## config.mk

```make
export PLATFORM = sky130hd
export DESIGN_NAME = smc_standby_ctrl
export DESIGN_NICKNAME = d
export VERILOG_FILES = /design/src/shared/smc_pkg.sv /design/src/hdl/smc_standby_ctrl.sv /design/src/hdl/smc_wake_decode.sv /design/src/hdl/smc_settle_timer.sv
export SDC_FILE = /design/constraint.sdc
export NUM_CORES = 1
export LEC_CHECK = 0
export ABC_AREA = 1
export BUFFER_PORTS_ARGS = -buffer_cell sky130_fd_sc_hd__buf_4
export CAP_MARGIN = 10
export CELL_PAD_IN_SITES_DETAIL_PLACEMENT = 0
export CELL_PAD_IN_SITES_GLOBAL_PLACEMENT = 1
export CORE_MARGIN = 5
export CORE_UTILIZATION = 35
export CTS_CLUSTER_DIAMETER = 200
export DETAILED_ROUTE_END_ITERATION = 16
export GPL_ROUTABILITY_DRIVEN = 0
export PLACE_DENSITY_LB_ADDON = 0.1
export REMOVE_ABC_BUFFERS = 1
export SYNTH_ARGS = -nofsm -noshare
export SYNTH_HDL_FRONTEND = slang
export SYNTH_SLANG_ARGS = --single-unit
export TNS_END_PERCENT = 10
```

## constraint.sdc

```tcl
create_clock -name pclk -period 2.24 [get_ports pclk]
set_input_delay 0.112 -clock pclk [delete_from_list [all_inputs] [get_ports pclk]]
set_output_delay 0.112 -clock pclk [all_outputs]
set_load 0.03 [all_outputs]
```

## src/shared/smc_pkg.sv

```systemverilog
// constants, types and shared decode for the standby mode control block
package smc_pkg;

    // ----------------------------------------------------------------
    // register map (byte addresses on the apb bus)
    // ----------------------------------------------------------------
    localparam int ADDR_W = 12;
    localparam logic [ADDR_W-1:0] OFS_CTRL = 12'h000;
    localparam logic [ADDR_W-1:0] OFS_MODE = 12'h004;
    localparam logic [ADDR_W-1:0] OFS_SETTLE = 12'h008;
    localparam logic [ADDR_W-1:0] OFS_STATUS = 12'h00C;
    localparam logic [31:0] RD_ZERO = 32'h0000_0000;

    // ----------------------------------------------------------------
    // field layout
    // ----------------------------------------------------------------
    localparam int BIT_MASK_A = 0;
    localparam int BIT_MASK_B = 1;
    localparam int BIT_MASK_INT = 2;
    localparam int BIT_TRIGGER = 7;
    localparam int MODE_W = 2;
    localparam int SEL_W = 3;
    localparam int WAKE_N = 3;
    localparam int STAT_STATE_LSB = 0;
    localparam int STAT_MODE_LSB = 4;
    localparam int STAT_OSC_RUN = 8;
    localparam int STAT_OSC_EN = 9;
    localparam int STAT_TRIGGER = 10;

    // ----------------------------------------------------------------
    // reset values and counts
    // ----------------------------------------------------------------
    localparam logic [SEL_W-1:0] SETTLE_SEL_RST = 3'h6;
    localparam logic [MODE_W-1:0] MODE_RST = 2'h0;
    localparam logic [WAKE_N-1:0] MASK_RST = 3'h0;
    localparam int CNT_W = 24;
    localparam int SETTLE_BASE_LOG2_DEF = 10;

    // ----------------------------------------------------------------
    // types
    // ----------------------------------------------------------------
    typedef enum logic [MODE_W-1:0] {
        MODE_IDLE_LEVEL_ONE = 2'h0,
        MODE_IDLE_LEVEL_TWO = 2'h1,
        MODE_STOP = 2'h2,
        MODE_SUBIDLE = 2'h3
    } smc_mode_t;

    // one bit changes along run -> stop -> settle; settle -> run changes two bits
    typedef enum logic [2:0] {
        ST_RUN = 3'h0,
        ST_HALT = 3'h1,
        ST_IDLE = 3'h3,
        ST_STOP = 3'h2,
        ST_SETTLE = 3'h6
    } smc_state_t;

    // last count value of the settle wait, in main oscillator cycles
    function automatic logic [CNT_W-1:0] smc_settle_limit(
        input logic [SEL_W-1:0] sel,
        input int unsigned base
    );
        logic [31:0] span;
        span = 32'h0000_0001 << (base + 32'(sel));
        smc_settle_limit = CNT_W'(span - 32'h0000_0001);
    endfunction : smc_settle_limit

endpackage : smc_pkg

```

## src/hdl/smc_standby_ctrl.sv

```systemverilog
// standby mode control: apb registers, standby state machine, clock gating
`timescale 1ns/10ps

// Notes on behaviour
// - masks never block halt release
// - masks written with trigger are discarded
// - mode bits act only with trigger set
// - settle count starts once oscillator runs
// - reset or interrupt release stop alike
// - reset select six gives 2^16 cycle wait
// - pending request ends halt right away
// - masked source cannot release idle
module smc_standby_ctrl
    import smc_pkg::*;
#(
    parameter int unsigned SETTLE_BASE_LOG2 = smc_pkg::SETTLE_BASE_LOG2_DEF
)
(
    input wire logic pclk,
    input wire logic presetn,
    input wire logic pclk_en,
    input wire logic psel,
    input wire logic penable,
    input wire logic pwrite,
    input wire logic [smc_pkg::ADDR_W-1:0] paddr,
    input wire logic [31:0] pwdata,
    output logic [31:0] prdata,
    output logic pready,
    output logic pslverr,
    input wire logic halt_req,
    input wire logic nmi_a_req,
    input wire logic nmi_b_req,
    input wire logic int_req,
    input wire logic osc_running,
    output logic osc_enable,
    output logic cpu_clk_run,
    output logic periph_clk_run
);
    import smc_pkg::*;

    // ----------------------------------------------------------------
    // declarations
    // ----------------------------------------------------------------
    smc_state_t st_q;
    smc_state_t st_d;
    smc_mode_t mode_q;
    logic [WAKE_N-1:0] mask_q;
    logic [SEL_W-1:0] sel_q;
    logic trig_q;
    logic rd_valid_q;
    logic [31:0] prdata_q;
    logic osc_en_q;
    logic cpu_run_q;
    logic periph_run_q;
    logic [WAKE_N-1:0] req;
    logic wake;
    logic settle_done;
    logic settle_start;
    logic fire;
    logic wr_fire;
    logic mapped;
    logic [31:0] rd_mux;
    logic [31:0] status;

    // ----------------------------------------------------------------
    // apb slave: data loaded on the first enabled edge with psel,
    // answered on the following access edge
    // ----------------------------------------------------------------
    function automatic logic smc_hit(input logic [ADDR_W-1:0] a, input logic [ADDR_W-1:0] o);
        smc_hit = (a == o);
    endfunction : smc_hit

    assign mapped = smc_hit(paddr, OFS_CTRL) | smc_hit(paddr, OFS_MODE)
        | smc_hit(paddr, OFS_SETTLE) | smc_hit(paddr, OFS_STATUS);
    assign pready = psel & penable & rd_valid_q & pclk_en;
    assign pslverr = pready & ~mapped;
    assign fire = pready;
    assign wr_fire = fire & pwrite & mapped;
    assign prdata = prdata_q;

    always_comb
    begin
        status = RD_ZERO;
        status[STAT_STATE_LSB +: 3] = st_q;
        status[STAT_MODE_LSB +: MODE_W] = mode_q;
        status[STAT_OSC_RUN] = osc_running;
        status[STAT_OSC_EN] = osc_en_q;
        status[STAT_TRIGGER] = trig_q;
    end

    always_comb
    begin
        rd_mux = RD_ZERO;
        if (smc_hit(paddr, OFS_CTRL))
        begin
            rd_mux[BIT_MASK_A] = mask_q[0];
            rd_mux[BIT_MASK_B] = mask_q[1];
            rd_mux[BIT_MASK_INT] = mask_q[2];
            rd_mux[BIT_TRIGGER] = trig_q;
        end
        else if (smc_hit(paddr, OFS_MODE))
            rd_mux[MODE_W-1:0] = mode_q;
        else if (smc_hit(paddr, OFS_SETTLE))
            rd_mux[SEL_W-1:0] = sel_q;
        else if (smc_hit(paddr, OFS_STATUS))
            rd_mux = status;
    end

    always_ff @(posedge pclk or negedge presetn)
    begin
        if (!presetn)
        begin
            rd_valid_q <= 1'b0;
            prdata_q <= RD_ZERO;
        end
        else if (pclk_en)
        begin
            if (fire)
                rd_valid_q <= 1'b0;
            else if (psel && !rd_valid_q)
            begin
                rd_valid_q <= 1'b1;
                prdata_q <= rd_mux;
            end
        end
    end

    // ----------------------------------------------------------------
    // registers
    // ----------------------------------------------------------------
    always_ff @(posedge pclk or negedge presetn)
    begin
        if (!presetn)
            mask_q <= MASK_RST;
        else if (pclk_en && wr_fire && smc_hit(paddr, OFS_CTRL) && !pwdata[BIT_TRIGGER])
            mask_q <= {pwdata[BIT_MASK_INT], pwdata[BIT_MASK_B], pwdata[BIT_MASK_A]};
    end

    // trigger stays set through standby and drops on release; a write wins
    always_ff @(posedge pclk or negedge presetn)
    begin
        if (!presetn)
            trig_q <= 1'b0;
        else if (pclk_en)
        begin
            if (wr_fire && smc_hit(paddr, OFS_CTRL) && pwdata[BIT_TRIGGER])
                trig_q <= 1'b1;
            else if (st_q != ST_RUN && st_d == ST_RUN)
                trig_q <= 1'b0;
        end
    end

    // upper bits are not stored and read back as zero
    always_ff @(posedge pclk or negedge presetn)
    begin
        if (!presetn)
            mode_q <= MODE_IDLE_LEVEL_ONE;
        else if (pclk_en && wr_fire && smc_hit(paddr, OFS_MODE))
            mode_q <= smc_mode_t'(pwdata[MODE_W-1:0]);
    end

    always_ff @(posedge pclk or negedge presetn)
    begin
        if (!presetn)
            sel_q <= SETTLE_SEL_RST;
        else if (pclk_en && wr_fire && smc_hit(paddr, OFS_SETTLE))
            sel_q <= pwdata[SEL_W-1:0];
    end

    // ----------------------------------------------------------------
    // wake decode and settle wait
    // ----------------------------------------------------------------
    assign req = {int_req, nmi_b_req, nmi_a_req};
    assign settle_start = (st_q == ST_STOP) & wake;

    smc_wake_decode u_wake (
        .req(req),
        .mask(mask_q),
        .in_halt(st_q == ST_HALT),
        .wake(wake)
    );

    smc_settle_timer #(
        .BASE_LOG2(SETTLE_BASE_LOG2)
    ) u_settle (
        .pclk(pclk),
        .presetn(presetn),
        .pclk_en(pclk_en),
        .start(settle_start),
        .osc_running(osc_running),
        .sel(sel_q),
        .done(settle_done)
    );

    // ----------------------------------------------------------------
    // standby state machine
    // ----------------------------------------------------------------
    always_comb
    begin
        st_d = st_q;
        case (st_q)
            ST_RUN:
                if (trig_q)
                    st_d = (mode_q == MODE_STOP) ? ST_STOP : ST_IDLE;
                else if (halt_req)
                    st_d = ST_HALT;
            ST_HALT:
                if (wake)
                    st_d = ST_RUN;
            ST_IDLE:
                if (wake)
                    st_d = ST_RUN;
            ST_STOP:
                if (wake)
                    st_d = ST_SETTLE;
            ST_SETTLE:
                if (settle_done)
                    st_d = ST_RUN;
            default:
                st_d = ST_SETTLE;
        endcase
    end

    // reset lands in the settle state, so the cpu waits out the oscillator
    always_ff @(posedge pclk or negedge presetn)
    begin
        if (!presetn)
            st_q <= ST_SETTLE;
        else if (pclk_en)
            st_q <= st_d;
    end

    // ----------------------------------------------------------------
    // clock gating outputs, registered from the next state
    // ----------------------------------------------------------------
    always_ff @(posedge pclk or negedge presetn)
    begin
        if (!presetn)
        begin
            osc_en_q <= 1'b1;
            cpu_run_q <= 1'b0;
            periph_run_q <= 1'b0;
        end
        else if (pclk_en)
        begin
            osc_en_q <= (st_d != ST_STOP);
            cpu_run_q <= (st_d == ST_RUN);
            // idle_level_two also stops peripherals; settle keeps cpu and peripheral clocks parked with the oscillator enabled
            periph_run_q <= (st_d == ST_RUN) || (st_d == ST_HALT)
                || (st_d == ST_IDLE && mode_q != MODE_IDLE_LEVEL_TWO);
        end
    end

    assign osc_enable = osc_en_q;
    assign cpu_clk_run = cpu_run_q;
    assign periph_clk_run = periph_run_q;

    // ----------------------------------------------------------------
    // checks
    // ----------------------------------------------------------------
    logic [CNT_W-1:0] chk_cnt_q;

    always_ff @(posedge pclk or negedge presetn)
    begin
        if (!presetn)
            chk_cnt_q <= '0;
        else if (pclk_en)
        begin
            if (st_q != ST_SETTLE)
                chk_cnt_q <= '0;
            else if (osc_running)
                chk_cnt_q <= chk_cnt_q + CNT_W'(1);
        end
    end
endmodule : smc_standby_ctrl

```

## src/hdl/smc_wake_decode.sv

```systemverilog
// wake decode: which pending requests may end the current standby state
`timescale 1ns/10ps
module smc_wake_decode
    import smc_pkg::*;
(
    input wire logic [smc_pkg::WAKE_N-1:0] req,
    input wire logic [smc_pkg::WAKE_N-1:0] mask,
    input wire logic in_halt,
    output logic wake
);
    import smc_pkg::*;

    logic [WAKE_N-1:0] src;

    // ----------------------------------------------------------------
    // per source gating
    // ----------------------------------------------------------------
    genvar i;
    generate
        for (i = 0; i < WAKE_N; i++)
        begin : g_src
            // masks have no say over halt release
            assign src[i] = req[i] & (in_halt | ~mask[i]);
        end
    endgenerate

    assign wake = |src;

endmodule : smc_wake_decode

```

## src/hdl/smc_settle_timer.sv

```systemverilog
// oscillation settle wait counter, counting only on a running oscillator
`timescale 1ns/10ps
module smc_settle_timer
    import smc_pkg::*;
#(
    parameter int unsigned BASE_LOG2 = smc_pkg::SETTLE_BASE_LOG2_DEF
)
(
    input wire logic pclk,
    input wire logic presetn,
    input wire logic pclk_en,
    input wire logic start,
    input wire logic osc_running,
    input wire logic [smc_pkg::SEL_W-1:0] sel,
    output logic done
);
    import smc_pkg::*;

    logic active_q;
    logic [CNT_W-1:0] cnt_q;
    logic at_limit;

    assign at_limit = (cnt_q == smc_settle_limit(sel, BASE_LOG2));
    assign done = active_q & osc_running & at_limit;

    // ----------------------------------------------------------------
    // counter; armed out of reset so the first wait follows reset release
    // ----------------------------------------------------------------
    always_ff @(posedge pclk or negedge presetn)
    begin
        if (!presetn)
        begin
            active_q <= 1'b1;
            cnt_q <= '0;
        end
        else if (pclk_en)
        begin
            if (start)
            begin
                active_q <= 1'b1;
                cnt_q <= '0;
            end
            else if (active_q && osc_running)
            begin
                if (at_limit)
                    active_q <= 1'b0;
                else
                    cnt_q <= cnt_q + CNT_W'(1);
            end
        end
    end

endmodule : smc_settle_timer

```

### After elaboration in Yosys (flattened, before gate mapping)

Index checks and enable logic that the tools add are counted.
W data, S select, Z words.

| storage, ports and cells | value |
|---|---|
| word-level logic and storage cells | 109 |
| output and inout port bits | 37 |
| register bits | 73 |
| input bits | 55 |

| cells by class | value |
|---|---|
| muxes and demuxes | 26 |
| bitwise logic cells | 23 |
| shifts and indexed selects | 1 |
| $add $sub $neg | 3 |
| equality and inequality tests | 14 |
| reduce and logical (&&, ||, !) cells | 30 |

Operators by type and width:

| kind | count |
|---|---|
| $mux W24 | 4 |
| $shl A1 B32 Y24 const A | 1 |
| $add A24 B1 Y24 const B | 1 |
| $eq A12 B4 Y1 const B | 2 |
| $eq A24 B24 Y1 | 1 |
| $sub A24 B1 Y24 const B | 1 |
| $mux W3 | 7 |
| $and A1 B1 Y1 | 12 |
| $eq A12 B3 Y1 const B | 1 |
| $logic_not A12 Y1 | 1 |
| $pmux W3 S4 | 1 |
| $logic_and A1 B1 Y1 | 11 |
| $mux W11 | 1 |
| $eq A3 B2 Y1 const B | 3 |
| $mux W1 | 9 |
| $mux W9 | 1 |
| $reduce_and A3 Y1 | 3 |
| $mux W8 | 1 |
| $reduce_bool A2 Y1 | 4 |
| $eq A3 B1 Y1 const B | 2 |
| $logic_not A3 Y1 | 2 |
| $or A1 B1 Y1 | 6 |
| $add A4 B3 Y5 const A | 1 |
| $not A1 Y1 | 5 |
| other kinds (13) | 16 |

### Logic depth before layout (Yosys ltp)

Gate-level depths: netlist (run 1).

| logic depth | value |
|---|---|
| word-level depth | 11 |
| mapped depth | 17 |
| gate-level depth less buffers | 17 |

### Modules after synthesis

Synthesis (run 1) repeated with hierarchy kept, for this count alone.

| unflattened totals | value |
|---|---|
| cell total of the unflattened synthesis | 602 |
| area total of the unflattened synthesis | 4043.9 µm² |

Modules (own cells, without submodules):

| module | cells an instance | sequential area each (µm²) | area each (µm²) | times used |
|---|---|---|---|---|
| smc_settle_timer | 379 | 626.9 | 2382.3 | 1 |
| smc_standby_ctrl | 215 | 631.9 | 1630.3 | 1 |
| smc_wake_decode | 8 | 0.0 | 31.3 | 1 |

### Least setup slack after synthesis (run 1)

No wires, ideal clock.

| timing path | value |
|---|---|
| kind | register to register |
| start point | register sel_q[1] |
| end point | register u_settle.cnt_q[0] |
| setup time | 0.119 ns |
| stages on the path, launching flop included | 18 |
| arrival | 2.338 ns |
| data required time | 2.121 ns |
| path slack | -0.217 ns |
| clock period less this slack | 2.457 ns |
| path through | dfstp_2 inv_2 ha_1 inv_2 nand2_1 nor2_1 nand2_1 nand2_1 nand2_1 nand2_1 nand2_1 nor2_1 nand2_2 nand3_4 nand2_4 buf_6 nand3_1 o21ai_2 |

| between the ends | value |
|---|---|
| longest elaborated chain between the ends | 6 |

Ends and longest elaborated chain:

| item | line | text |
|---|---|---|
| start: declaration | smc_standby_ctrl.sv:48 | `logic [SEL_W-1:0] sel_q;` |
| start signal: assignment | smc_standby_ctrl.sv:167 | `sel_q <= pwdata[SEL_W-1:0];` |
| $add A4 B3 Y5 | smc_pkg.sv:64 | `span = 32'h0000_0001 << (base + 32'(sel));` |
| $shl A1 B32 Y24 | smc_pkg.sv:64 |  |
| $sub A24 B1 Y24 | smc_pkg.sv:65 | `smc_settle_limit = CNT_W'(span - 32'h0000_0001);` |
| $eq A24 B24 Y1 | smc_settle_timer.sv:23 | `assign at_limit = (cnt_q == smc_settle_limit(sel, BASE_LOG2));` |
| $ne A2 B2 Y1 (no line) | n/a |  |
| $reduce_and A3 Y1 (no line) | n/a |  |
| end signal: assignment | smc_settle_timer.sv:48 | `cnt_q <= cnt_q + CNT_W'(1);` |
| end: declaration | smc_settle_timer.sv:20 | `logic [CNT_W-1:0] cnt_q;` |

No other way between the ends.
A chain may end at the register's enable or synchronous reset.

### Final worst setup path (run 1)

| timing path | value |
|---|---|
| start point | register sel_q[2] |
| end point | register u_settle.cnt_q[19] |

The elaborated chain is that of the path after synthesis.

==> impl_results.html, run 1 <==
<table>
<tr><th>Metric</th><th>Value</th></tr>
<tr><th colspan="2">Outcome</th></tr>
<tr><td>Run status</td><td>complete, but fails checks</td></tr>
<tr><td>Failing checks</td><td>setup timing</td></tr>
<tr><th colspan="2">Clocking</th></tr>
<tr><td>Clk Latency, worst-skew pair</td><td>0.32 ns</td></tr>
<tr><td>Clock tree root driver cell</td><td>sky130_fd_sc_hd__clkbuf_8</td></tr>
<tr><td>Max Buffers Root-to-Sink</td><td>2</td></tr>
<tr><td>TritonCTS clock tree</td><td>yes</td></tr>
<tr><td>Worst-path clk slew</td><td>0.10 ns</td></tr>
<tr><td>Level count of the clock H-tree</td><td>2</td></tr>
<tr><td>CTS Buf Count</td><td>5</td></tr>
<tr><td>Clock Sink Count</td><td>50</td></tr>
<tr><th colspan="2">STA</th></tr>
<tr><td>Worst-case headroom to the max-slew limit</td><td>0.544</td></tr>
<tr><td>Final worst-path cycle share</td><td>1.05</td></tr>
<tr><td>Count of pins over their slew limit</td><td>0</td></tr>
<tr><td>Final setup violation count</td><td>29</td></tr>
<tr><td>Final min period</td><td>2.35 ns</td></tr>
<tr><td>Smallest setup slack after layout</td><td>-0.113 ns</td></tr>
<tr><td>Worst slew pin tran</td><td>0.683 ns</td></tr>
<tr><td>Unrepaired setup endpoints after global routing</td><td>yes</td></tr>
<tr><td>Fmax</td><td>425 MHz</td></tr>
<tr><td>Final Hold Fails</td><td>0</td></tr>
<tr><td>Setup Skew</td><td>0.0115 ns</td></tr>
<tr><td>Total negative setup slack</td><td>-2.70 ns</td></tr>
<tr><th colspan="2">Worst setup path</th></tr>
<tr><td>Reg2Reg Launch Point</td><td>sel_q[2]$_DFFE_PN1P_</td></tr>
<tr><td>Kind of critical path</td><td>register to register</td></tr>
<tr><td>Logic depth of the worst register-to-register path</td><td>16</td></tr>
<tr><td>Worst reg2reg setup slack</td><td>-0.11 ns</td></tr>
<tr><td>CP endpoint kind</td><td>register</td></tr>
<tr><td>Worst setup startpoint</td><td>sel_q[2]$_DFFE_PN1P_</td></tr>
<tr><td>Critical path launch point type</td><td>register</td></tr>
<tr><td>Critical path peak fanout</td><td>12</td></tr>
<tr><td>Worst R2R End</td><td>u_settle.cnt_q[19]$_DFFE_PN0P_</td></tr>
<tr><td>Worst path arrival time</td><td>2.57 ns</td></tr>
<tr><td>Endpoint of the most critical setup path</td><td>u_settle.cnt_q[19]$_DFFE_PN0P_</td></tr>
<tr><td>WP data required</td><td>2.46 ns</td></tr>
<tr><th colspan="2">Finish</th></tr>
<tr><td>Proportion of layout cells with a drive suffix above 1</td><td>0.297</td></tr>
<tr><td>Post-layout instance area</td><td>4710 um2</td></tr>
<tr><td>Nets</td><td>647</td></tr>
<tr><td>Layout overhead on the synthesized area</td><td>26.7%</td></tr>
<tr><td>Non-filler cells in the finished layout</td><td>721</td></tr>
<tr><td>Count of inserted antenna diode cells</td><td>0</td></tr>
<tr><th colspan="2">Detailed routing</th></tr>
<tr><td>Max layer used</td><td>met4</td></tr>
<tr><td>Total routed wirelength</td><td>9.96 mm</td></tr>
<tr><td>Via total after detailed routing</td><td>3384</td></tr>
<tr><td>Met1 wire length</td><td>4.51 mm</td></tr>
<tr><td>Met2 wire len</td><td>4.83 mm</td></tr>
<tr><td>Total met3 wirelength after detailed routing</td><td>481 um</td></tr>
<tr><td>Count of TritonRoute iterations in the first routing pass</td><td>5</td></tr>
<tr><td>Antenna Violating Nets Remaining</td><td>0</td></tr>
<tr><td>Number of DRC markers after the initial detailed-route iteration</td><td>132</td></tr>
<tr><td>Drt drc</td><td>0</td></tr>
<tr><td>Number of vias per cell</td><td>4.69</td></tr>
<tr><td>Wirelength per Cell</td><td>13.8 um</td></tr>
<tr><th colspan="2">Logic synthesis</th></tr>
<tr><td>Number of library cell types mapped by synthesis</td><td>38</td></tr>
<tr><td>Proportion of netlist area held by the largest area contributor</td><td>0.296</td></tr>
<tr><td>Leading area contributor after synthesis</td><td>sky130_fd_sc_hd__dfrtp_1</td></tr>
<tr><td>Parity-gate share of the synthesized area counting xor and xnor cells</td><td>0.0542</td></tr>
<tr><td>Post-synth EDFFs</td><td>0</td></tr>
<tr><td>Most frequently used cell type in the post-synthesis netlist</td><td>sky130_fd_sc_hd__nand2_1</td></tr>
<tr><td>Yosys reg bits</td><td>50</td></tr>
<tr><td>Gate Count Post-Synth</td><td>511</td></tr>
<tr><td>Ys flop type</td><td>sky130_fd_sc_hd__dfrtp_1</td></tr>
<tr><td>Fraction of synthesized area in multiplexers</td><td>0</td></tr>
<tr><td>Most frequent cells after synthesis</td><td>sky130_fd_sc_hd__nand2_1, sky130_fd_sc_hd__inv_1, sky130_fd_sc_hd__nor2_1</td></tr>
<tr><td>Combinational family with the most area after synthesis</td><td>simple AND/OR/NAND/NOR gates</td></tr>
<tr><td>Fraction of the mapped netlist area in compound gates</td><td>0.0949</td></tr>
<tr><td>Cell Area, Synth</td><td>3720 um2</td></tr>
<tr><td>Sequential-to-total area share from yosys stat</td><td>0.339</td></tr>
<tr><td>Post-synthesis average cell area</td><td>7.27 um2</td></tr>
<tr><td>Largest cells by area after synthesis</td><td>sky130_fd_sc_hd__dfrtp_1, sky130_fd_sc_hd__nand2_1, sky130_fd_sc_hd__nand3_1</td></tr>
<tr><td>Synth warnings</td><td>0</td></tr>
<tr><td>Adder and majority cell fraction of the synthesized area</td><td>0.0269</td></tr>
<tr><td>Post-synthesis async set-or-reset flop share</td><td>1.00</td></tr>
<tr><td>Simple logic cell fraction of the synthesized area</td><td>0.362</td></tr>
<tr><th colspan="2">Global route</th></tr>
<tr><td>Overflow after GRT</td><td>0</td></tr>
<tr><td>First-pass GRT wire length</td><td>16.5 mm</td></tr>
<tr><td>GR Util All Layers</td><td>0.160</td></tr>
<tr><td>Pin count of the biggest net entering global routing</td><td>51</td></tr>
<tr><td>Number of antenna violations at the first check in global routing</td><td>0</td></tr>
<tr><td>Number of global-route vias before repair</td><td>3292</td></tr>
<tr><th colspan="2">Power</th></tr>
<tr><td>Leakage power</td><td>0.00219 uW</td></tr>
<tr><td>Cell area power density</td><td>685 nW/um2</td></tr>
<tr><td>Total chip power</td><td>3230 uW</td></tr>
<tr><td>Largest voltage drop on the vdd net</td><td>0.000380 V</td></tr>
<tr><th colspan="2">Die</th></tr>
<tr><td>Floorplan core area</td><td>10300 um2</td></tr>
<tr><td>Effective utilization at floorplan</td><td>0.360</td></tr>
<tr><td>Die width</td><td>113 um</td></tr>
<tr><td>Die Ht</td><td>113 um</td></tr>
<tr><td>Die ar.</td><td>12800 um2</td></tr>
<tr><td># rows</td><td>37</td></tr>
<tr><td>Count of pins on the block boundary</td><td>92</td></tr>
<tr><th colspan="2">Hold path</th></tr>
<tr><td>Type of the worst min-delay path</td><td>primary input to register</td></tr>
<tr><td>Number of stages on the worst hold path</td><td>3</td></tr>
<tr><th colspan="2">Place</th></tr>
<tr><td>HPWL reported at the end of detailed placement</td><td>7.67 mm</td></tr>
<tr><td>Cell Area, Placed</td><td>4260 um2</td></tr>
<tr><td>PortBufs</td><td>40</td></tr>
<tr><td>Cell total after placement</td><td>704</td></tr>
<tr><th colspan="2">Job</th></tr>
<tr><td>Max-cap violation count</td><td>0</td></tr>
</table>
## layout by cell type (no fill, tap or decap), types with 7 or more instances in the layout
cell,instances
sky130_fd_sc_hd__o21ai_0,16
sky130_fd_sc_hd__xor2_1,22
sky130_fd_sc_hd__nor2_1,45
sky130_fd_sc_hd__buf_6,8
sky130_fd_sc_hd__inv_1,50
sky130_fd_sc_hd__nand4_1,13
sky130_fd_sc_hd__conb_1,23
sky130_fd_sc_hd__nand3_1,33
sky130_fd_sc_hd__nor2_2,7
sky130_fd_sc_hd__buf_4,61
sky130_fd_sc_hd__nand2_1,135
sky130_fd_sc_hd__nand2_2,11
sky130_fd_sc_hd__o21ai_2,20
sky130_fd_sc_hd__dfrtp_1,44
sky130_fd_sc_hd__nand3_2,22
## what timing repair did
action,4_1_cts,5_1_grt
hold endpoints to repair,44,0
hold buffers,1,0
resized for setup,44,16
setup endpoints to repair,31,30
pin swaps,22,13
buffers inserted,6,2
gates cloned,1,0
## where the power goes
group / switching (uW) / internal, uW
Sequential: 224 / 1090
Clock: 340 / 448
Combinational: 687 / 439
Total: 1250 / 1980
## sequential cells by signal, summed over array words and instances (netlist names), 2 cells and up
register	flops
sel_q	3
mode_q	2
st_q	3
u_settle.cnt_q	24
prdata	9
mask_q	3
## stage by stage
step | setup slack, ns | hold WS [ns] | util
floorplan | -0.402 | -0.184 | -
global placement | -0.383 | 0.189 | 0.412
detailed placement | -0.400 | 0.201 | 0.412
CTS | -0.129 | 0.000885 | 0.449
global route | -0.227 | 0.0376 | 0.456
finish | -0.113 | 0.00829 | 0.456
## cell families (layout without fill, tap and decap cells)
logic type      count (synthesis)  after routing
other cells                     1             23
xor+xnor                       23             23
compound gates                 50             50
buf+inv                        90            142
flops                          50             50
fa+ha+maj                       8              8
simple gates                  289            289
## layout make-up
| cell class | count | area (um2) |
|---|---|---|
| fillers | 1035 | 5610 |
| multi-input cells | 393 | 2260 |
| flip-flops and latches | 50 | 1260 |
| repair buffers | 75 | 656 |
| inverters | 59 | 224 |
| well taps | 136 | 170 |
| clock buffers | 5 | 68.8 |
| clock inverters | 3 | 68.8 |
## metal layers
| metal | vias to the layer above | global-route usage |
|---|---|---|
| li1 | 1743 | - |
| met1 | 1534 | 0.218 |
| met2 | 95 | 0.265 |
| met3 | 12 | 0.0294 |
| met4 | 0 | 0.0385 |
| met5 | - | 0 |
## worst min-delay path by stage
| stage | from | endpoint | slack [ns] |
|---|---|---|---|
| 6_report | pwdata[7] | trig_q$_DFFE_PN0P_ | 0.008 |
| 5_1_grt | pclk_en | st_q[1]$_DFFE_PN1P_ | 0.04 |
| 4_1_cts | pwdata[7] | trig_q$_DFFE_PN0P_ | 0.0009 |
| 3_5_place_dp | presetn | u_settle.cnt_q[4]$_DFFE_PN0P_ | 0.20 |
| 3_3_place_gp | presetn | u_settle.cnt_q[4]$_DFFE_PN0P_ | 0.19 |
| 2_1_floorplan | presetn | cpu_clk_run$_DFFE_PN0P_ | -0.18 |
## critical path, stage by stage, from the launching register on
cell and delay (ns):
sky130_fd_sc_hd__dfstp_2 0.55, sky130_fd_sc_hd__inv_2 0.05, sky130_fd_sc_hd__ha_4 0.26, sky130_fd_sc_hd__buf_6 0.13, sky130_fd_sc_hd__a21oi_2 0.14, sky130_fd_sc_hd__nand2_1 0.07, sky130_fd_sc_hd__nand2_1 0.06, sky130_fd_sc_hd__nand2_1 0.07
sky130_fd_sc_hd__nor2_2 0.14, sky130_fd_sc_hd__nand2_2 0.08, sky130_fd_sc_hd__nor2_4 0.14, sky130_fd_sc_hd__nand2_2 0.08, sky130_fd_sc_hd__nand3_4 0.09, sky130_fd_sc_hd__nand2_8 0.09, sky130_fd_sc_hd__buf_12 0.18, sky130_fd_sc_hd__nand3_2 0.06
sky130_fd_sc_hd__o21ai_2 0.05
No activity file was read; power rests on OpenSTA's default activity.
==> run 2, diff against run 1 <==
GPL_TIMING_DRIVEN = 0   (was default)
SKIP_LAST_GASP = 1   (was default)
==> run 2 against run 1 <==
Compared with the run above:
- the run still ends with setup timing left
- count of clock-buffer cells in the layout rose by 2
- routed wire length rose by 7.2%
- critical endpoint is now u_settle.cnt_q[18]$_DFFE_PN0P_
- via count rose by 1.6%
- largest power group unchanged
- critical path type unchanged
- fmax fell by 1.8%
- worst setup slack got worse by 0.042 ns
==> impl_results.html, run 2 (synthesized netlist as in run 1, its figures left out) <==
<table>
<tr><th>Metric</th><th>Value</th></tr>
<tr><th colspan="2">STA</th></tr>
<tr><td>Final worst-path cycle share</td><td>1.07 (was 1.05)</td></tr>
<tr><td>Count of pins over their slew limit</td><td>0 (unchanged)</td></tr>
<tr><td>Final setup violation count</td><td>29 (unchanged)</td></tr>
<tr><td>Total negative setup slack</td><td>-3.47 ns (was -2.70 ns)</td></tr>
<tr><td>Setup Skew</td><td>0.00893 ns (was 0.0115 ns)</td></tr>
<tr><td>Final min period</td><td>2.40 ns (was 2.35 ns)</td></tr>
<tr><td>Fmax</td><td>417 MHz (was 425 MHz)</td></tr>
<tr><td>Final Hold Fails</td><td>0 (unchanged)</td></tr>
<tr><td>Smallest setup slack after layout</td><td>-0.155 ns (was -0.113 ns)</td></tr>
<tr><td>Unrepaired setup endpoints after global routing</td><td>yes (unchanged)</td></tr>
<tr><td>Worst slew pin tran</td><td>0.663 ns (was 0.683 ns)</td></tr>
<tr><td>Worst-case headroom to the max-slew limit</td><td>0.556 (was 0.544)</td></tr>
<tr><th colspan="2">Clocking</th></tr>
<tr><td>Level count of the clock H-tree</td><td>2 (unchanged)</td></tr>
<tr><td>Max Buffers Root-to-Sink</td><td>2 (unchanged)</td></tr>
<tr><td>Clk Latency, worst-skew pair</td><td>0.32 ns (about the same)</td></tr>
<tr><td>Clock Sink Count</td><td>50 (unchanged)</td></tr>
<tr><td>TritonCTS clock tree</td><td>yes (unchanged)</td></tr>
<tr><td>CTS Buf Count</td><td>5 (unchanged)</td></tr>
<tr><td>Worst-path clk slew</td><td>0.10 ns (about the same)</td></tr>
<tr><td>Clock tree root driver cell</td><td>sky130_fd_sc_hd__clkbuf_8 (unchanged)</td></tr>
<tr><th colspan="2">Power</th></tr>
<tr><td>Leakage power</td><td>0.00216 uW (was 0.00219 uW)</td></tr>
<tr><td>Largest voltage drop on the vdd net</td><td>0.000355 V (was 0.000380 V)</td></tr>
<tr><td>Internal power</td><td>1770 uW (was 1980 uW)</td></tr>
<tr><td>Reported net switching power</td><td>1230 uW (was 1250 uW)</td></tr>
<tr><td>Combinational group share of total power</td><td>0.361 (was 0.348)</td></tr>
<tr><td>Cell area power density</td><td>650 nW/um2 (was 685 nW/um2)</td></tr>
<tr><td>Share of power burned in registers</td><td>0.443 (was 0.407)</td></tr>
<tr><td>Switching portion of total power</td><td>0.410 (was 0.387)</td></tr>
<tr><td>Total chip power</td><td>3000 uW (was 3230 uW)</td></tr>
<tr><td>Share of total power in the clock network</td><td>0.196 (was 0.244)</td></tr>
<tr><th colspan="2">Finish</th></tr>
<tr><td>Commonest cells after routing, fill and taps aside</td><td>sky130_fd_sc_hd__nand2_1, sky130_fd_sc_hd__inv_1, sky130_fd_sc_hd__buf_4 (was sky130_fd_sc_hd__nand2_1, sky130_fd_sc_hd__buf_4, sky130_fd_sc_hd__inv_1)</td></tr>
<tr><td>Reg area</td><td>1260 um2 (unchanged)</td></tr>
<tr><td>Footprint of the multi-input gates</td><td>2360 um2 (was 2260 um2)</td></tr>
<tr><td>Commonest non-fill, non-tap cell in the layout</td><td>sky130_fd_sc_hd__nand2_1 (unchanged)</td></tr>
<tr><td>Non-filler cells in the finished layout</td><td>711 (was 721)</td></tr>
<tr><td>Proportion of layout cells with a drive suffix above 1</td><td>0.273 (was 0.297)</td></tr>
<tr><td>Filler Cells Inserted</td><td>1079 (was 1035)</td></tr>
<tr><td>Layout overhead on the synthesized area</td><td>23.9% (was 26.7%)</td></tr>
<tr><td>Flip-flop count of the largest register, all copies and words added</td><td>24 (unchanged)</td></tr>
<tr><td>Register bank with the most flops</td><td>u_settle.cnt_q (unchanged)</td></tr>
<tr><td>Nets</td><td>637 (was 647)</td></tr>
<tr><td>Count of inserted antenna diode cells</td><td>0 (unchanged)</td></tr>
<tr><th colspan="2">Hold path</th></tr>
<tr><td>Worst Min Path Start</td><td>pwdata[7] (unchanged)</td></tr>
<tr><td>Type of the worst min-delay path</td><td>primary input to register (unchanged)</td></tr>
<tr><th colspan="2">Job</th></tr>
<tr><td>Max-cap violation count</td><td>0 (unchanged)</td></tr>
<tr><th colspan="2">Outcome</th></tr>
<tr><td>Run status</td><td>complete, but fails checks (unchanged)</td></tr>
<tr><td>Failing checks</td><td>setup timing (unchanged)</td></tr>
<tr><th colspan="2">Detailed routing</th></tr>
<tr><td>Wirelength per Cell</td><td>15.0 um (was 13.8 um)</td></tr>
<tr><td>Antenna Violating Nets Remaining</td><td>0 (unchanged)</td></tr>
<tr><td>Drt drc</td><td>0 (unchanged)</td></tr>
<tr><td>Via total after detailed routing</td><td>3438 (was 3384)</td></tr>
<tr><td>Number of DRC markers after the initial detailed-route iteration</td><td>119 (was 132)</td></tr>
<tr><td>Number of vias per cell</td><td>4.84 (was 4.69)</td></tr>
<tr><td>Total met3 wirelength after detailed routing</td><td>583 um (was 481 um)</td></tr>
<tr><td>Max layer used</td><td>met4 (unchanged)</td></tr>
<tr><td>Count of TritonRoute iterations in the first routing pass</td><td>4 (was 5)</td></tr>
<tr><td>Met2 wire len</td><td>5.13 mm (was 4.83 mm)</td></tr>
<tr><td>Met1 wire length</td><td>4.69 mm (was 4.51 mm)</td></tr>
<tr><td>Total routed wirelength</td><td>10.7 mm (was 9.96 mm)</td></tr>
<tr><th colspan="2">Worst setup path</th></tr>
<tr><td>Critical path peak fanout</td><td>6 (was 12)</td></tr>
<tr><td>Worst setup startpoint</td><td>sel_q[1]$_DFFE_PN1P_ (was sel_q[2]$_DFFE_PN1P_)</td></tr>
<tr><td>Kind of critical path</td><td>register to register (unchanged)</td></tr>
<tr><td>Reg2Reg Launch Point</td><td>sel_q[1]$_DFFE_PN1P_ (was sel_q[2]$_DFFE_PN1P_)</td></tr>
<tr><td>Worst path arrival time</td><td>2.60 ns (was 2.57 ns)</td></tr>
<tr><td>CP endpoint kind</td><td>register (unchanged)</td></tr>
<tr><td>WP data required</td><td>2.44 ns (was 2.46 ns)</td></tr>
<tr><td>Critical path launch point type</td><td>register (unchanged)</td></tr>
<tr><th colspan="2">Place</th></tr>
<tr><td>PortBufs</td><td>40 (unchanged)</td></tr>
<tr><td>Cell total after placement</td><td>678 (was 704)</td></tr>
<tr><td>HPWL reported at the end of detailed placement</td><td>7.34 mm (was 7.67 mm)</td></tr>
<tr><th colspan="2">Die</th></tr>
<tr><td>Effective utilization at floorplan</td><td>0.360 (unchanged)</td></tr>
<tr><td>Floorplan core area</td><td>10300 um2 (unchanged)</td></tr>
<tr><td># rows</td><td>37 (unchanged)</td></tr>
<tr><td>Die Ht</td><td>113 um (unchanged)</td></tr>
<tr><td>Die ar.</td><td>12800 um2 (unchanged)</td></tr>
<tr><td>Count of pins on the block boundary</td><td>92 (unchanged)</td></tr>
<tr><td>Die width</td><td>113 um (unchanged)</td></tr>
<tr><th colspan="2">Global route</th></tr>
<tr><td>Number of antenna violations at the first check in global routing</td><td>0 (unchanged)</td></tr>
<tr><td>Overflow after GRT</td><td>0 (unchanged)</td></tr>
<tr><td>First-pass GRT wire length</td><td>17.3 mm (was 16.5 mm)</td></tr>
<tr><td>GR Util All Layers</td><td>0.168 (was 0.160)</td></tr>
<tr><td>Number of global-route vias before repair</td><td>3440 (was 3292)</td></tr>
<tr><td>Pin count of the biggest net entering global routing</td><td>51 (unchanged)</td></tr>
</table>
-- run 2: final timing paths --
path	endpoint	slack (ns)	cells after the start
min in group asynchronous	u_settle.cnt_q[1]$_DFFE_PN0P_	0.36	2
max reg2reg	u_settle.cnt_q[18]$_DFFE_PN0P_	-0.16	16
min reg2reg	u_settle.active_q$_DFFE_PN1P_	0.48	2
max in group asynchronous	mask_q[1]$_DFFE_PN0P_	1.43	2
min	trig_q$_DFFE_PN0P_	0.03	3
max	u_settle.cnt_q[18]$_DFFE_PN0P_	-0.16	16
-- run 2: layer usage --
metal | global-route usage | vias to the layer above
li1 | - | 1741
met1 | 0.212 | 1575
met2 | 0.290 | 99
met3 | 0.0299 | 23
met4 | 0.0529 | 0
met5 | 0 | -
-- run 2: per-stage QoR --
step                setup WS (ns)  hold WS [ns]  cell area (um2)  utilization
detailed placement          -1.07         0.191             4040        0.391
global route               -0.276        0.0295             4610        0.446
CTS                        -0.157        0.0298             4480        0.434
finish                     -0.155        0.0326             4610        0.446
floorplan                  -0.402        -0.184             3570            -
global placement            -1.03         0.196             4040        0.391
-- run 2: repair_timing --
action,CTS,global route
setup buffers,14,2
gates cloned,6,2
resized for setup,37,17
hold buffers,1,0
pin swaps,17,10
setup endpoints to repair,31,31
endpoints found under the hold margin,44,0
-- run 2: cell type report --
cell class,count,share of cell area
clock inverters,1,0.00190
clock buffers,7,0.0187
repair buffers,58,0.106
multi-input cells,400,0.513
flip-flops and latches,50,0.273
well taps,136,0.0369
inverters,59,0.0503
-- run 2: worst max-delay path: stages (launching register included) --
cell and delay, ns:
sky130_fd_sc_hd__dfstp_2 0.60, sky130_fd_sc_hd__inv_6 0.05, sky130_fd_sc_hd__ha_4 0.33, sky130_fd_sc_hd__inv_4 0.06
sky130_fd_sc_hd__nor2_2 0.12, sky130_fd_sc_hd__nand2_1 0.06, sky130_fd_sc_hd__nand2_1 0.08, sky130_fd_sc_hd__nand3_1 0.07
sky130_fd_sc_hd__nand2_1 0.08, sky130_fd_sc_hd__nand3_2 0.10, sky130_fd_sc_hd__nor2_4 0.15, sky130_fd_sc_hd__nand2_2 0.08
sky130_fd_sc_hd__nand3_4 0.10, sky130_fd_sc_hd__buf_12 0.16, sky130_fd_sc_hd__nand2_8 0.09, sky130_fd_sc_hd__nand3_2 0.08
sky130_fd_sc_hd__o21ai_2 0.05
-- run 2: power by group through the flow --
stage | Clock (uW) | Combinational, uW | Sequential (uW)
2_1_floorplan | 0 | 745 | 1280
3_3_place_gp | 0 | 959 | 1340
3_5_place_dp | 0 | 974 | 1340
4_1_cts | 604 | 1070 | 1320
5_1_grt | 646 | 1200 | 1350
6_report | 587 | 1080 | 1330
==> run 3, diff against run 2 <==
CAP_MARGIN = default   (was 10)
HOLD_SLACK_MARGIN = 0.06   (was default)
==> run 3 against run 2 <==
Compared with the run above:
- global-route usage about the same
- sequential share of layout area down 0.12 points
- cell count up 0.28%
- combinational power about the same
- first-iteration DRC count up 11%
- critical endpoint unchanged
- core utilization up 0.19 points
- largest power group unchanged
- largest cell class unchanged
- the run still ends with setup timing left
==> impl_results.html, run 3 (synthesized netlist as in run 1, its figures left out) <==
<table>
<tr><th>Metric</th><th>Value</th></tr>
<tr><th colspan="2">Outcome</th></tr>
<tr><td>Run status</td><td>complete, but fails checks (unchanged)</td></tr>
<tr><td>Failing checks</td><td>setup timing (unchanged)</td></tr>
<tr><th colspan="2">Worst setup path</th></tr>
<tr><td>Ordered cell list for the critical path</td><td>inv_6 -&gt; ha_4 -&gt; inv_4 -&gt; nor2_2 -&gt; nand2_1 -&gt; nand2_1 -&gt; nand3_1 -&gt; nand2_1 -&gt; nand3_2 -&gt; nor2_4 -&gt; nand2_2 -&gt; nand3_4 -&gt; buf_12 -&gt; nand2_8 -&gt; nand3_2 -&gt; o21ai_2 (unchanged)</td></tr>
<tr><td>Worst path arrival time</td><td>2.60 ns (about the same)</td></tr>
<tr><td>CP max-delay cell</td><td>sky130_fd_sc_hd__dfstp_2 (unchanged)</td></tr>
<tr><td>CP Depth</td><td>16 (unchanged)</td></tr>
<tr><td>WP data required</td><td>2.44 ns (about the same)</td></tr>
<tr><td>Cell occurring most often along the worst timing path</td><td>sky130_fd_sc_hd__nand2_1 (unchanged)</td></tr>
<tr><td>Number of buffer and inverter instances along the worst setup path</td><td>3 (unchanged)</td></tr>
<tr><td>Critical path peak fanout</td><td>6 (unchanged)</td></tr>
<tr><td>CP endpoint kind</td><td>register (unchanged)</td></tr>
<tr><td>Worst reg2reg setup slack</td><td>-0.16 ns (about the same)</td></tr>
<tr><td>Delay-heaviest family, CP</td><td>simple AND/OR/NAND/NOR gates (unchanged)</td></tr>
<tr><td>Kind of critical path</td><td>register to register (unchanged)</td></tr>
<tr><td>Max stage delay on crit path</td><td>0.60 ns (about the same)</td></tr>
<tr><td>Logic depth of the worst register-to-register path</td><td>16 (unchanged)</td></tr>
<tr><td>Critical path launch point type</td><td>register (unchanged)</td></tr>
<tr><th colspan="2">Finish</th></tr>
<tr><td>Commonest non-fill, non-tap cell in the layout</td><td>sky130_fd_sc_hd__nand2_1 (unchanged)</td></tr>
<tr><td>Flip-flop count of the largest register, all copies and words added</td><td>24 (unchanged)</td></tr>
<tr><td>Nets</td><td>639 (was 637)</td></tr>
<tr><td>Commonest cells after routing, fill and taps aside</td><td>sky130_fd_sc_hd__nand2_1, sky130_fd_sc_hd__inv_1, sky130_fd_sc_hd__buf_4 (unchanged)</td></tr>
<tr><td>Layout overhead on the synthesized area</td><td>24.4% (was 23.9%)</td></tr>
<tr><td>Register bank with the most flops</td><td>u_settle.cnt_q (unchanged)</td></tr>
<tr><td>Post-layout instance area</td><td>4630 um2 (was 4610 um2)</td></tr>
<tr><td>Proportion of layout cells with a drive suffix above 1</td><td>0.272 (was 0.273)</td></tr>
<tr><td>Count of inserted antenna diode cells</td><td>0 (unchanged)</td></tr>
<tr><td>Non-filler cells in the finished layout</td><td>713 (was 711)</td></tr>
<tr><th colspan="2">STA</th></tr>
<tr><td>Count of pins over their slew limit</td><td>0 (unchanged)</td></tr>
<tr><td>Fmax</td><td>417 MHz (about the same)</td></tr>
<tr><td>Final min period</td><td>2.40 ns (about the same)</td></tr>
<tr><td>Setup Skew</td><td>0.00952 ns (was 0.00893 ns)</td></tr>
<tr><td>Worst slew pin tran</td><td>0.661 ns (was 0.663 ns)</td></tr>
<tr><td>Worst-case headroom to the max-slew limit</td><td>0.558 (was 0.556)</td></tr>
<tr><td>Final setup violation count</td><td>29 (unchanged)</td></tr>
<tr><td>Total negative setup slack</td><td>-3.52 ns (was -3.47 ns)</td></tr>
<tr><td>Final worst-path cycle share</td><td>1.07 (about the same)</td></tr>
<tr><td>Final Hold Fails</td><td>0 (unchanged)</td></tr>
<tr><td>Smallest setup slack after layout</td><td>-0.157 ns (was -0.155 ns)</td></tr>
<tr><td>Unrepaired setup endpoints after global routing</td><td>yes (unchanged)</td></tr>
<tr><th colspan="2">Hold path</th></tr>
<tr><td>Type of the worst min-delay path</td><td>primary input to register (unchanged)</td></tr>
<tr><td>Number of stages on the worst hold path</td><td>3 (unchanged)</td></tr>
<tr><th colspan="2">Clocking</th></tr>
<tr><td>Level count of the clock H-tree</td><td>2 (unchanged)</td></tr>
<tr><td>Clock Sink Count</td><td>50 (unchanged)</td></tr>
<tr><td>Clock tree root driver cell</td><td>sky130_fd_sc_hd__clkbuf_8 (unchanged)</td></tr>
<tr><td>TritonCTS clock tree</td><td>yes (unchanged)</td></tr>
<tr><td>Max Buffers Root-to-Sink</td><td>2 (unchanged)</td></tr>
<tr><td>Clk Latency, worst-skew pair</td><td>0.32 ns (about the same)</td></tr>
<tr><td>CTS Buf Count</td><td>5 (unchanged)</td></tr>
<tr><td>Worst-path clk slew</td><td>0.09 ns (was 0.10 ns)</td></tr>
<tr><th colspan="2">Global route</th></tr>
<tr><td>Global routing's busiest layer</td><td>met2 (unchanged)</td></tr>
<tr><td>GR Util All Layers</td><td>0.168 (about the same)</td></tr>
<tr><td>Number of antenna violations at the first check in global routing</td><td>0 (unchanged)</td></tr>
<tr><td>Met1 GRT Util</td><td>0.212 (unchanged)</td></tr>
<tr><td>Overflow after GRT</td><td>0 (unchanged)</td></tr>
<tr><td>GR met3 Demand/Resource</td><td>0.0299 (unchanged)</td></tr>
<tr><td>Pin count of the biggest net entering global routing</td><td>51 (unchanged)</td></tr>
<tr><td>Met2 Track Usage GR</td><td>0.291 (was 0.290)</td></tr>
<tr><td>Number of global-route vias before repair</td><td>3447 (was 3440)</td></tr>
<tr><td>First-pass GRT wire length</td><td>17.3 mm (about the same)</td></tr>
<tr><th colspan="2">Power</th></tr>
<tr><td>Internal power</td><td>1770 uW (about the same)</td></tr>
<tr><td>Cell area power density</td><td>648 nW/um2 (was 650 nW/um2)</td></tr>
<tr><td>Combinational group share of total power</td><td>0.362 (was 0.361)</td></tr>
<tr><td>Switching portion of total power</td><td>0.410 (about the same)</td></tr>
<tr><td>Leakage power</td><td>0.00217 uW (was 0.00216 uW)</td></tr>
<tr><td>Share of total power in the clock network</td><td>0.196 (about the same)</td></tr>
<tr><td>Share of power burned in registers</td><td>0.442 (was 0.443)</td></tr>
<tr><td>Largest voltage drop on the vdd net</td><td>0.000354 V (was 0.000355 V)</td></tr>
<tr><td>Reported net switching power</td><td>1230 uW (about the same)</td></tr>
<tr><td>Total chip power</td><td>3000 uW (about the same)</td></tr>
<tr><th colspan="2">Detailed routing</th></tr>
<tr><td>Total routed wirelength</td><td>10.7 mm (about the same)</td></tr>
<tr><td>Antenna Violating Nets Remaining</td><td>0 (unchanged)</td></tr>
<tr><td>Number of vias per cell</td><td>4.85 (was 4.84)</td></tr>
<tr><td>Drt drc</td><td>0 (unchanged)</td></tr>
<tr><td>Count of TritonRoute iterations in the first routing pass</td><td>5 (was 4)</td></tr>
<tr><td>Number of DRC markers after the initial detailed-route iteration</td><td>132 (was 119)</td></tr>
<tr><td>Via total after detailed routing</td><td>3461 (was 3438)</td></tr>
<tr><td>Wirelength per Cell</td><td>15.0 um (about the same)</td></tr>
<tr><th colspan="2">Die</th></tr>
<tr><td>Die width</td><td>113 um (unchanged)</td></tr>
<tr><td>Effective utilization at floorplan</td><td>0.360 (unchanged)</td></tr>
<tr><td>Floorplan core area</td><td>10300 um2 (unchanged)</td></tr>
<tr><td># rows</td><td>37 (unchanged)</td></tr>
<tr><td>Count of pins on the block boundary</td><td>92 (unchanged)</td></tr>
<tr><td>Die ar.</td><td>12800 um2 (unchanged)</td></tr>
<tr><td>Die Ht</td><td>113 um (unchanged)</td></tr>
<tr><th colspan="2">Job</th></tr>
<tr><td>Max-cap violation count</td><td>0 (unchanged)</td></tr>
<tr><th colspan="2">Place</th></tr>
<tr><td>Pre-CTS setup slack</td><td>-1.07 ns (unchanged)</td></tr>
<tr><td>Cell total after placement</td><td>678 (unchanged)</td></tr>
<tr><td>Cell Area, Placed</td><td>4040 um2 (unchanged)</td></tr>
<tr><td>PortBufs</td><td>40 (unchanged)</td></tr>
<tr><td>HPWL reported at the end of detailed placement</td><td>7.34 mm (unchanged)</td></tr>
</table>
==> run 3: routing by layer <==
| metal | up-vias | share of wire |
|---|---|---|
| li1 | 1745 | - |
| met1 | 1578 | 0.44 |
| met2 | 109 | 0.48 |
| met3 | 29 | 0.051 |
| met4 | 0 | 0.030 |
| met5 | - | 0 |
==> run 3: final timing paths <==
check	startpoint	endpoint
min	pwdata[1]	sel_q[1]$_DFFE_PN1P_
min reg2reg	u_settle.active_q$_DFFE_PN1P_	u_settle.active_q$_DFFE_PN1P_
max reg2reg	sel_q[1]$_DFFE_PN1P_	u_settle.cnt_q[18]$_DFFE_PN0P_
max	sel_q[1]$_DFFE_PN1P_	u_settle.cnt_q[18]$_DFFE_PN0P_
min in group asynchronous	presetn	u_settle.cnt_q[1]$_DFFE_PN0P_
max in group asynchronous	presetn	mask_q[1]$_DFFE_PN0P_
==> run 3: tightest hold or removal path: cells and delay by family <==
family          cells  cell delay (ns)
compound gates      1             0.10
buf+inv             2             0.19
==> run 3: layout make-up <==
class / count / area, um2
clock inverter: 1 / 8.76
tap: 136 / 170
inverter: 59 / 231
multi-input combinational: 400 / 2360
clock buffer: 7 / 86.3
sequential: 50 / 1260
fill: 1078 / 5700
timing repair buffer: 60 / 507
==> run 3: through the flow <==
stage	utilization	hold slack, ns
finish	0.448	0.0846
global route	0.448	0.100
detailed placement	0.391	0.191
global placement	0.391	0.196
CTS	0.436	0.0730
floorplan	-	-0.184
==> run 3: power by group through the flow <==
| stage | logic, uW | clock network (uW) | registers (uW) |
|---|---|---|---|
| CTS | 1070 | 604 | 1320 |
| floorplan | 745 | 0 | 1280 |
| global route | 1200 | 646 | 1350 |
| finish | 1080 | 588 | 1330 |
| global placement | 959 | 0 | 1340 |
| detailed placement | 974 | 0 | 1340 |
==> run 3: repair_timing <==
| action | 4_1_cts | 5_1_grt |
|---|---|---|
| cloned | 6 | 2 |
| endpoints found under the hold margin | 46 | 0 |
| hold buffers | 3 | 0 |
| pin swaps | 17 | 10 |
| buffers inserted | 14 | 2 |
| endpoints found under the setup margin | 31 | 31 |
| gates resized for setup | 37 | 17 |
